### config.mk
export PLATFORM = sky130hd
export DESIGN_NAME = usr_sync_rx
export DESIGN_NICKNAME = d
export VERILOG_FILES = /design/src/verilog/usr_pkg.sv /design/src/verilog/usr_rx_fifo.sv /design/src/verilog/usr_sync_rx.sv
export SDC_FILE = /design/constraint.sdc
export NUM_CORES = 1
export LEC_CHECK = 0
export BUFFER_PORTS_ARGS = -buffer_cell sky130_fd_sc_hd__buf_2
export CORE_MARGIN = 1.5
export CORE_UTILIZATION = 60
export DETAILED_ROUTE_END_ITERATION = 7
export PLACE_DENSITY = 0.89
export SYNTH_ARGS = -nofsm -noshare
export SYNTH_HDL_FRONTEND = slang
export SYNTH_SLANG_ARGS = --single-unit
### constraint.sdc
create_clock -name CLK -period 3 [get_ports CLK]
set_clock_uncertainty 0.15 [all_clocks]
set_input_delay 0.3 -clock CLK [delete_from_list [all_inputs] [get_ports CLK]]
set_output_delay 0.3 -clock CLK [all_outputs]
set_load 0.01 [all_outputs]
### src/verilog/usr_pkg.sv
// Purpose: Shared constants and types for the synchronous master receive block
// Assumes: Byte-wide register port with an 8-bit address
// Notes:   Each offset, field position and count is named once here, with the irq_control, enables and divisor reset values

package usr_pkg;

	// ------------------------------------------------------------
	// Register port widths
	// ------------------------------------------------------------
	localparam int ADDR_W = 8;                       // Register address width
	localparam int DATA_W = 8;                       // Register data width

	// ------------------------------------------------------------
	// Register offsets
	// ------------------------------------------------------------
	localparam logic [7:0] OFS_IRQ_CONTROL         = 8'h0b; // Global and peripheral enables
	localparam logic [7:0] OFS_PERIPH_IRQ_FLAGS    = 8'h0c; // Peripheral flags
	localparam logic [7:0] OFS_PERIPH_IRQ_ENABLES  = 8'h8c; // Peripheral enables
	localparam logic [7:0] OFS_RX_STATUS_CONTROL   = 8'h18; // Receive status and control
	localparam logic [7:0] OFS_RX_DATA_BUFFER      = 8'h1a; // Receive data buffer
	localparam logic [7:0] OFS_PORT_MODE           = 8'h98; // Clocked mode and clock source
	localparam logic [7:0] OFS_BAUD_DIVISOR        = 8'h99; // Shift clock divisor

	// ------------------------------------------------------------
	// Field positions
	// ------------------------------------------------------------
	localparam int BIT_GLOBAL_IRQ_EN   = 7;          // irq_control
	localparam int BIT_PERIPH_IRQ_EN   = 6;          // irq_control
	localparam int BIT_RX_FLAG         = 5;          // peripheral_irq_flags
	localparam int BIT_RX_IRQ_EN       = 5;          // peripheral_irq_enables
	localparam int BIT_SERIAL_PORT_EN  = 7;          // receive_status_control
	localparam int BIT_NINE_BIT_SEL    = 6;          // receive_status_control
	localparam int BIT_SINGLE_RX_EN    = 5;          // receive_status_control
	localparam int BIT_CONT_RX_EN      = 4;          // receive_status_control
	localparam int BIT_OVERRUN         = 1;          // receive_status_control
	localparam int BIT_NINTH_RX        = 0;          // receive_status_control
	localparam int BIT_MASTER_CLK_SRC  = 7;          // port mode
	localparam int BIT_CLOCKED_MODE    = 4;          // port mode

	// ------------------------------------------------------------
	// Reset values and counts
	// ------------------------------------------------------------
	localparam logic [7:0] RST_IRQ_CONTROL  = 8'h00; // irq_control after reset
	localparam logic [7:0] RST_PERIPH_EN    = 8'h00; // peripheral_irq_enables after reset
	localparam logic [7:0] RST_BAUD_DIVISOR = 8'h00; // Divisor after reset
	localparam logic [3:0] BITS_SHORT       = 4'h8;  // Bits per eight-bit word
	localparam logic [3:0] BITS_LONG        = 4'h9;  // Bits per nine-bit word
	localparam logic [1:0] FIFO_DEPTH       = 2'h2;  // Receive buffer entries

	// ------------------------------------------------------------
	// Types
	// ------------------------------------------------------------
	typedef struct packed {
		logic       ninth;                           // Ninth received bit
		logic [7:0] data;                            // Low eight bits
	} usr_word_t;

	typedef enum logic {
		ST_IDLE,                                     // Clock idle low
		ST_SHIFT                                     // Clocking bits in
	} usr_state_t;

endpackage

### src/verilog/usr_rx_fifo.sv
// Purpose: Two-entry receive buffer holding data word and ninth bit together
// Assumes: Caller pushes only when not full and pops only on a buffer read
// Notes:   Head is visible combinationally so the ninth bit tracks the next word

`timescale 1ns/100ps

module usr_rx_fifo
	import usr_pkg::*;
(
	input  logic             clk,       // System clock
	input  logic             rst,       // Asynchronous reset, active high
	input  logic             push,      // Store a finished word
	input  usr_pkg::usr_word_t push_word, // Word to store
	input  logic             pop,       // Drop the head word
	output usr_pkg::usr_word_t head,    // Oldest word
	output logic             full,      // Both entries hold words
	output logic             empty,     // No word held
	output logic [1:0]       count      // Words held
);

	// ------------------------------------------------------------
	// Storage and pointers
	// ------------------------------------------------------------
	usr_word_t  mem_ff [0:1];                        // Buffer entries
	logic       wr_ptr_ff;                           // Next entry to fill
	logic       rd_ptr_ff;                           // Oldest entry
	logic [1:0] count_ff;                            // Fill level
	logic       do_push;                             // Push accepted
	logic       do_pop;                              // Pop accepted

	assign full    = (count_ff == FIFO_DEPTH);
	assign empty   = (count_ff == 2'h0);
	assign count   = count_ff;
	assign head    = mem_ff[rd_ptr_ff];
	assign do_push = push && !full;
	assign do_pop  = pop && !empty;

	// Entry write; entries need no reset
	always_ff @(posedge clk) begin
		if (do_push) begin
			mem_ff[wr_ptr_ff] <= push_word;
		end
	end

	// Pointers and fill level, oldest word leaves first
	always_ff @(posedge clk or posedge rst) begin
		if (rst) begin
			wr_ptr_ff <= 1'b0;
			rd_ptr_ff <= 1'b0;
			count_ff  <= 2'h0;
		end else begin
			wr_ptr_ff <= wr_ptr_ff ^ do_push;
			rd_ptr_ff <= rd_ptr_ff ^ do_pop;
			count_ff  <= count_ff + {1'b0, do_push} - {1'b0, do_pop};
		end
	end
endmodule

### src/verilog/usr_sync_rx.sv
// Purpose: Receive path of a serial port in synchronous master mode
// Assumes: Register port with one-cycle strobes, read data one cycle later
// Notes:   Shift clock is made here from the system clock; data pin is synchronised
//
// Contract
// - Clocked mode plus either enable starts reception
// - Sample data on falling shift clock edge
// - Single enable takes one word, stops
// - Continuous enable receives until software clears
// - Both enables set behaves as continuous
// - Finished word moves into buffer if room
// - Receive flag set once word is buffered
// - Receive irq enable gates the flag
// - Flag read-only, clears when buffer empty
// - Buffer is two-word FIFO, read in order
// - Full buffer at word end sets overrun
// - Overrun blocks all transfers into buffer
// - Clearing continuous enable clears overrun
// - Ninth bit buffered, read updates it
// - Nine-bit select picks nine-bit words
// - Global and peripheral enables gate interrupt

`timescale 1ns/100ps

module usr_sync_rx
	import usr_pkg::*;
(
	input  logic                      CLK,     // System clock, 25 MHz
	input  logic                      SYS_RST, // Asynchronous reset, active high
	input  logic [usr_pkg::ADDR_W-1:0] ADDR,   // Register address
	input  logic [usr_pkg::DATA_W-1:0] WDATA,  // Register write data
	input  logic                      WR,      // Write strobe
	input  logic                      RD,      // Read strobe
	output logic [usr_pkg::DATA_W-1:0] RDATA,  // Read data, cycle after strobe
	input  logic                      DT_I,    // Serial data pin level
	output logic                      CK_O,    // Shift clock pin level
	output logic                      CK_OE,   // Shift clock pin drive enable
	output logic                      IRQ      // Receive interrupt request
);

	import usr_pkg::*;

	// ------------------------------------------------------------
	// Address decode
	// ------------------------------------------------------------

	// Match one register offset
	function automatic logic hit(input logic [7:0] a, input logic [7:0] ofs);
		hit = (a == ofs);
	endfunction

	logic wr_irq_ctl;                                // Write irq_control
	logic wr_periph_en;                              // Write peripheral enables
	logic wr_rx_ctl;                                 // Write receive status/control
	logic wr_port_mode;                              // Write port mode
	logic wr_baud;                                   // Write baud divisor
	logic rd_rx_buf;                                 // Read receive data buffer

	assign wr_irq_ctl   = WR && hit(ADDR, OFS_IRQ_CONTROL);
	assign wr_periph_en = WR && hit(ADDR, OFS_PERIPH_IRQ_ENABLES);
	assign wr_rx_ctl    = WR && hit(ADDR, OFS_RX_STATUS_CONTROL);
	assign wr_port_mode = WR && hit(ADDR, OFS_PORT_MODE);
	assign wr_baud      = WR && hit(ADDR, OFS_BAUD_DIVISOR);
	assign rd_rx_buf    = RD && hit(ADDR, OFS_RX_DATA_BUFFER);

	// ------------------------------------------------------------
	// Register state
	// ------------------------------------------------------------
	logic [7:0] irq_ctl_ff;                          // irq_control contents
	logic [7:0] periph_en_ff;                        // peripheral_irq_enables contents
	logic       port_en_ff;                          // serial_port_enable
	logic       nine_sel_ff;                         // nine_bit_select
	logic       single_en_ff;                        // single_receive_enable
	logic       cont_en_ff;                          // continuous_receive_enable
	logic       overrun_ff;                          // overrun_error
	logic       clk_src_ff;                          // master_clock_source
	logic       clocked_ff;                          // Clocked mode select
	logic [7:0] baud_ff;                             // baud_divisor
	logic [7:0] rdata_ff;                            // Read data holding
	logic       nxt_single_en;                       // Next single enable
	logic       nxt_overrun;                         // Next overrun state
	logic [7:0] nxt_rdata;                           // Next read data

	// ------------------------------------------------------------
	// Receive engine state
	// ------------------------------------------------------------
	usr_state_t state_ff;                            // Engine state
	usr_state_t nxt_state;                           // Next engine state
	logic [7:0] div_ff;                              // Half-period counter
	logic [7:0] nxt_div;                             // Next counter value
	logic       ck_ff;                               // Shift clock level
	logic       nxt_ck;                              // Next shift clock level
	logic [3:0] bit_cnt_ff;                          // Bits taken this word
	logic [3:0] nxt_bit_cnt;                         // Next bit count
	logic [8:0] shift_ff;                            // receive_shift_register
	logic       dt_meta_ff;                          // Data pin first stage
	logic       dt_sync_ff;                          // Data pin second stage

	// ------------------------------------------------------------
	// Buffer link
	// ------------------------------------------------------------
	usr_word_t  fin_word;                            // Finished word
	usr_word_t  head_word;                           // Oldest buffered word
	logic       buf_full;                            // Buffer full
	logic       buf_empty;                           // Buffer empty
	logic [1:0] buf_count;                           // Buffer level

	// ------------------------------------------------------------
	// Engine decode
	// ------------------------------------------------------------
	logic       rx_enabled;                          // Reception allowed
	logic       running;                             // Clock may run
	logic       tick;                                // Half-period elapsed
	logic       fall;                                // Shift clock falls now
	logic [3:0] word_bits;                           // Bits in this word
	logic       word_done;                           // Last bit taken now
	logic [8:0] shift_in;                            // Shift value with new bit
	logic       push;                                // Move word to buffer
	logic       overrun_set;                         // Word lost to full buffer
	logic       single_end;                          // Single word finished
	logic       rx_flag;                             // receive_flag

	// Either enable starts reception; continuous wins when both set
	assign rx_enabled = port_en_ff && clocked_ff && clk_src_ff
		&& (single_en_ff || cont_en_ff);
	assign running    = (state_ff == ST_SHIFT) && rx_enabled;
	assign tick       = running && (div_ff == baud_ff);
	assign fall       = tick && ck_ff;
	assign word_bits  = nine_sel_ff ? BITS_LONG : BITS_SHORT;
	assign word_done  = fall && (bit_cnt_ff == word_bits - 4'h1);
	assign shift_in   = {dt_sync_ff, shift_ff[8:1]};

	// Eight-bit words sit one place higher in the shift register
	assign fin_word    = nine_sel_ff ? usr_word_t'(shift_in)
		: usr_word_t'({1'b0, shift_in[8:1]});
	assign push        = word_done && !buf_full && !overrun_ff;
	assign overrun_set = word_done && buf_full && !overrun_ff;
	assign single_end  = word_done && single_en_ff && !cont_en_ff;

	// Flag is simply the buffer holding a word; no software write path
	assign rx_flag = !buf_empty;

	// ------------------------------------------------------------
	// Next-state selection
	// ------------------------------------------------------------

	// Engine leaves idle as soon as reception is allowed
	always_comb begin
		nxt_state = state_ff;
		unique case (state_ff)
			ST_IDLE: begin
				if (rx_enabled) begin
					nxt_state = ST_SHIFT;
				end
			end
			ST_SHIFT: begin
				if (!rx_enabled) begin
					nxt_state = ST_IDLE;
				end
			end
		endcase
	end

	assign nxt_div     = (running && !tick) ? div_ff + 8'h01 : 8'h00;
	assign nxt_ck      = running ? (ck_ff ^ tick) : 1'b0;
	assign nxt_bit_cnt = (!running || word_done) ? 4'h0
		: (fall ? bit_cnt_ff + 4'h1 : bit_cnt_ff);

	// Software setting the bit wins over the hardware stop
	assign nxt_single_en = wr_rx_ctl ? WDATA[BIT_SINGLE_RX_EN]
		: (single_end ? 1'b0 : single_en_ff);

	// A new overrun wins over the clear in the same cycle
	assign nxt_overrun = overrun_set ? 1'b1
		: ((wr_rx_ctl && !WDATA[BIT_CONT_RX_EN]) ? 1'b0 : overrun_ff);

	// ------------------------------------------------------------
	// Read multiplexer
	// ------------------------------------------------------------
	logic [7:0] rd_rx_ctl_val;                       // Status/control view
	logic [7:0] rd_flags_val;                        // Flag register view
	logic [7:0] rd_mode_val;                         // Port mode view
	logic [7:0] rd_buf_val;                          // Buffer head view
	logic [7:0] rd_mux;                              // Selected read value

	// Ninth bit shows the oldest buffered word
	assign rd_rx_ctl_val = {port_en_ff, nine_sel_ff, single_en_ff, cont_en_ff,
		2'b00, overrun_ff, head_word.ninth & rx_flag};
	assign rd_flags_val  = 8'(rx_flag) << BIT_RX_FLAG;
	assign rd_mode_val   = (8'(clk_src_ff) << BIT_MASTER_CLK_SRC)
		| (8'(clocked_ff) << BIT_CLOCKED_MODE);
	assign rd_buf_val    = rx_flag ? head_word.data : 8'h00;

	assign rd_mux =
		hit(ADDR, OFS_IRQ_CONTROL)        ? irq_ctl_ff    :
		hit(ADDR, OFS_PERIPH_IRQ_FLAGS)   ? rd_flags_val  :
		hit(ADDR, OFS_PERIPH_IRQ_ENABLES) ? periph_en_ff  :
		hit(ADDR, OFS_RX_STATUS_CONTROL)  ? rd_rx_ctl_val :
		hit(ADDR, OFS_RX_DATA_BUFFER)     ? rd_buf_val    :
		hit(ADDR, OFS_PORT_MODE)          ? rd_mode_val   :
		hit(ADDR, OFS_BAUD_DIVISOR)       ? baud_ff       : 8'h00;

	// Read data stands only in the cycle after the strobe
	assign nxt_rdata = RD ? rd_mux : 8'h00;

	// ------------------------------------------------------------
	// Software registers
	// ------------------------------------------------------------

	// Interrupt control and enables
	always_ff @(posedge CLK or posedge SYS_RST) begin
		if (SYS_RST) begin
			irq_ctl_ff   <= RST_IRQ_CONTROL;
			periph_en_ff <= RST_PERIPH_EN;
		end else begin
			if (wr_irq_ctl) begin
				irq_ctl_ff <= WDATA;
			end
			if (wr_periph_en) begin
				periph_en_ff <= WDATA;
			end
		end
	end

	// Receive status/control fields
	always_ff @(posedge CLK or posedge SYS_RST) begin
		if (SYS_RST) begin
			port_en_ff   <= 1'b0;
			nine_sel_ff  <= 1'b0;
			single_en_ff <= 1'b0;
			cont_en_ff   <= 1'b0;
			overrun_ff   <= 1'b0;
		end else begin
			if (wr_rx_ctl) begin
				port_en_ff  <= WDATA[BIT_SERIAL_PORT_EN];
				nine_sel_ff <= WDATA[BIT_NINE_BIT_SEL];
				cont_en_ff  <= WDATA[BIT_CONT_RX_EN];
			end
			single_en_ff <= nxt_single_en;
			overrun_ff   <= nxt_overrun;
		end
	end

	// Port mode, divisor and read data
	always_ff @(posedge CLK or posedge SYS_RST) begin
		if (SYS_RST) begin
			clk_src_ff <= 1'b0;
			clocked_ff <= 1'b0;
			baud_ff    <= RST_BAUD_DIVISOR;
			rdata_ff   <= 8'h00;
		end else begin
			if (wr_port_mode) begin
				clk_src_ff <= WDATA[BIT_MASTER_CLK_SRC];
				clocked_ff <= WDATA[BIT_CLOCKED_MODE];
			end
			if (wr_baud) begin
				baud_ff <= WDATA;
			end
			rdata_ff <= nxt_rdata;
		end
	end

	// ------------------------------------------------------------
	// Receive engine
	// ------------------------------------------------------------

	// Data pin passes two stages before use
	always_ff @(posedge CLK or posedge SYS_RST) begin
		if (SYS_RST) begin
			dt_meta_ff <= 1'b0;
			dt_sync_ff <= 1'b0;
		end else begin
			dt_meta_ff <= DT_I;
			dt_sync_ff <= dt_meta_ff;
		end
	end

	// Clock generation, bit counting and shifting
	always_ff @(posedge CLK or posedge SYS_RST) begin
		if (SYS_RST) begin
			state_ff   <= ST_IDLE;
			div_ff     <= 8'h00;
			ck_ff      <= 1'b0;
			bit_cnt_ff <= 4'h0;
			shift_ff   <= 9'h000;
		end else begin
			state_ff   <= nxt_state;
			div_ff     <= nxt_div;
			ck_ff      <= nxt_ck;
			bit_cnt_ff <= nxt_bit_cnt;
			if (fall) begin
				shift_ff <= shift_in;
			end
		end
	end

	// ------------------------------------------------------------
	// Receive buffer
	// ------------------------------------------------------------
	usr_rx_fifo u_rx_fifo (
		.clk       (CLK),
		.rst       (SYS_RST),
		.push      (push),
		.push_word (fin_word),
		.pop       (rd_rx_buf),
		.head      (head_word),
		.full      (buf_full),
		.empty     (buf_empty),
		.count     (buf_count)
	);

	// ------------------------------------------------------------
	// Outputs
	// ------------------------------------------------------------
	assign RDATA = rdata_ff;
	assign CK_O  = ck_ff;
	assign CK_OE = port_en_ff && clocked_ff && clk_src_ff;

	// Flag gated by its own enable, then by both upper enables
	assign IRQ = rx_flag && periph_en_ff[BIT_RX_IRQ_EN]
		&& irq_ctl_ff[BIT_GLOBAL_IRQ_EN]
		&& irq_ctl_ff[BIT_PERIPH_IRQ_EN];
endmodule
==> results.toml <==
[global_routing]
grt_max_degree = 40
grt_pass1_vias = 2885
grt_antenna_before_repair = 0
grt_overflow = 0
grt_pass1_wl_mm = 14.48
grtUsageTotal = 0.2613

[sta]
whs_ps = 57.86
finalSetupViolations = 0
worstMarginPinSlew_ps = 804.8
relSlewSlack = 0.4627
hold_violations = 0
rsz0062_at_grt = "no"
final.setup.tns_ps = 0
fin_crit_ps = 2734
drv_slew = 0
post-route-period-util = 0.9112
max_clock_freq_mhz = 365.8

[final_layout]
multiInputGateArea_um2 = 1836
area_growth_pct = 11.15
drive_gt1_frac = 0.3351
fillers = 455
nets = 393
final_util = 0.6848
fin_cells = 450
area.sequential_um2 = 2217
antenna_cells = 0

[detailed_routing]
vias = 2874
drc = 0
dr.pass1.iters = 5
ant_nets = 0
drtIter0Drc = 258
wl_mm = 8.916
wl_per_cell_um = 19.81
vias_per_cell = 6.387

[min_path]
hold_depth = 2
hp-class = "input pin to flip-flop"

[placement]
gp_congestion = 0.8978
placed_cells = 432
hpwl_mm = 6.468
port_buffers = 31

[critical_path]
required_ps = 2860
r2r_setup_slack_ps = 270
critPathKind = "flip-flop to flip-flop"
crit_start = "div_ff[1]$_DFF_PP0_"
reg2reg_from = "div_ff[1]$_DFF_PP0_"
cp-endpoint = "u_rx_fifo.mem_ff[1][7]$_DFFE_PP_"
cp-end-kind = "flip-flop"
critPathLaunchType = "flip-flop"
r2r_cells = 8
worstPathArrival_ps = 2590
path_max_fanout = 9
r2r_end = "u_rx_fifo.mem_ff[1][7]$_DFFE_PP_"

[pwr]
p_int_mw = 1.652
netSwitchingFraction = 0.2477
powerDensity_nw_per_um2 = 474.6
power_frac_seq = 0.557
ir_worst_vdd_mv = 0.3046
pwr-share-comb = 0.065
switchingPower_mw = 0.5440
clockPowerShare = 0.378
total_power_mw = 2.196
p_leak_nw = 2.086

[floorplanning]
dieArea_um2 = 7447
fp.dieH_um = 86.30
rows = 30
dieWidth_um = 86.30
initial_utilization = 0.6161
ios = 32
core-area_um2 = 6756

[clocking]
clockRootBuffer = "clkbuf_8"
clk_pin_slew_ps = 90
clockBufferDepth = 2
insertion_delay_ps = 360
cts-htree-levels = 3
cts.sinks = 85
cts_tree = "built"
cts_buffers = 9

[synthesis]
ys_seq_area_frac = 0.5326
syn_nets = 355
yosysWarningCount = 0
synth-edff-count = 18
async_reset_ff_frac = 0.7882
netlist_area_um2 = 4163
ys.flop_type = "dfrtp_1"
synth.avg_cell_area_um2 = 12.73
synth_cell_types = 63
synth_cells = 327
ys_seq_elements = 85

[run_status]
status = "finished clean"

[job]
cap_violations = 0
worst min-delay path by stage:
stage                               startpoint                          end
final                                 WDATA[0]       baud_ff[0]$_DFFE_PP0P_
after global routing                  WDATA[0]       baud_ff[0]$_DFFE_PP0P_
after CTS                             WDATA[2]  periph_en_ff[2]$_DFFE_PP0P_
after detailed placement  dt_meta_ff$_DFF_PP0_         dt_sync_ff$_DFF_PP0_
after global placement    dt_meta_ff$_DFF_PP0_         dt_sync_ff$_DFF_PP0_
after floorplan           dt_meta_ff$_DFF_PP0_         dt_sync_ff$_DFF_PP0_
power groups by stage:
stage                     Sequential [mW]  Clock, mW  Combinational [mW]
final                                1.22      0.829               0.144
after global placement               1.24          0               0.136
after floorplan                      1.23          0              0.0986
after CTS                            1.22      0.845               0.143
after global routing                 1.23      0.894               0.156
after detailed placement             1.25          0               0.140
registers in the layout, indices dropped and copies added (netlist names), 2 cells and up:
register,flops
RDATA,8
bit_cnt_ff,4
periph_en_ff,8
shift_ff,8
baud_ff,8
u_rx_fifo.count,2
u_rx_fifo.mem_ff,18
div_ff,8
irq_ctl_ff,8
metal layers:
metal / GRT usage / vias to the layer above / wire length [um]
li1: - / 1284 / -
met1: 0.3450 / 1414 / 3626
met2: 0.4252 / 144 / 4400
met3: 0.04095 / 32 / 593
met4: 0.1276 / 0 / 295
met5: 0 / - / 0
cell type report:
| cell class | count | area share |
|---|---|---|
| clock buffer | 9 | 0.02677 |
| clock inverter | 7 | 0.01677 |
| inverter | 10 | 0.008112 |
| multi-input combinational | 218 | 0.3967 |
| sequential | 85 | 0.4792 |
| tap | 80 | 0.02163 |
| timing repair buffer | 41 | 0.05084 |
stage by stage:
| step | cell area, um^2 | worst slack (ps) |
|---|---|---|
| finish | 4627 | 266.4 |
| global route | 4627 | 6.279 |
| CTS | 4624 | 247.8 |
| detailed placement | 4403 | 296.0 |
| global placement | 4403 | 372.3 |
| floorplan | 4163 | 417.2 |
worst max-delay path, cell delays in order, from the launching register on:
cell	delay, ps
dfrtp_1	450
xor2_1	160
nor2_1	190
nand4_1	120
nor2_1	100
ha_1	160
and2_1	200
nor3b_1	370
ha_1	470
layout by cell type, fill, tap and decap left out, types with 5 or more instances in the layout:
cell,n
a211oi_1,5
buf_2,31
buf_4,8
clkbuf_8,9
dfrtp_1,67
edfxtp_1,18
ha_1,6
inv_1,9
mux2_2,52
nand2b_1,7
nand3_1,12
nor2_1,21
nor3_1,5
o21ai_0,5
o31ai_1,6
xor2_1,16
synth_stat cells (all sizes together), types with 2 or more instances:
cell / instances / area [um^2]
edfxtp: 18 / 540.5
inv: 10 / 37.54
nand3: 13 / 70.07
buf: 8 / 52.55
ha: 7 / 87.58
or3: 3 / 18.77
o31ai: 6 / 45.04
nor3: 6 / 41.29
mux2: 53 / 600.6
a221oi: 4 / 35.03
nor2: 22 / 90.09
or2: 3 / 18.77
and3: 4 / 25.02
or4b: 4 / 43.79
nand3b: 3 / 22.52
mux2i: 3 / 30.03
nor4: 4 / 40.04
and2: 4 / 25.02
xor2: 16 / 140.1
dfrtp: 67 / 1677
or3b: 2 / 17.52
nor4b: 3 / 41.29
a22oi: 2 / 15.01
a21boi: 3 / 22.52
nand2b: 7 / 43.79
xnor2: 4 / 35.03
a21oi: 4 / 20.02
nand2: 6 / 32.53
nand4: 2 / 12.51
a32oi: 2 / 17.52
clkbuf: 6 / 22.52
a211oi: 6 / 57.56
o21ai: 5 / 25.02
what timing repair did:
item                                   CTS  global route
hold buffers                             2             0
endpoints found under the hold margin   38             0
setup endpoints to repair                0             9
setup buffers                            0             0
resized for setup                        0             1
logic make-up (layout without fill, tap and decap cells):
logic type	after synthesis	in the layout	share of synthesized area
multiplexers	56	56	0.1515
flip-flops	85	85	0.5326
buffers and inverters	24	67	0.02705
XOR/XNOR	20	20	0.04208
adder cells (fa/ha/maj)	7	7	0.02104
AND/OR/NAND/NOR	92	92	0.1434
AO/OA/AOI/OAI	43	43	0.08236
No activity file was read; power rests on OpenSTA's default activity.
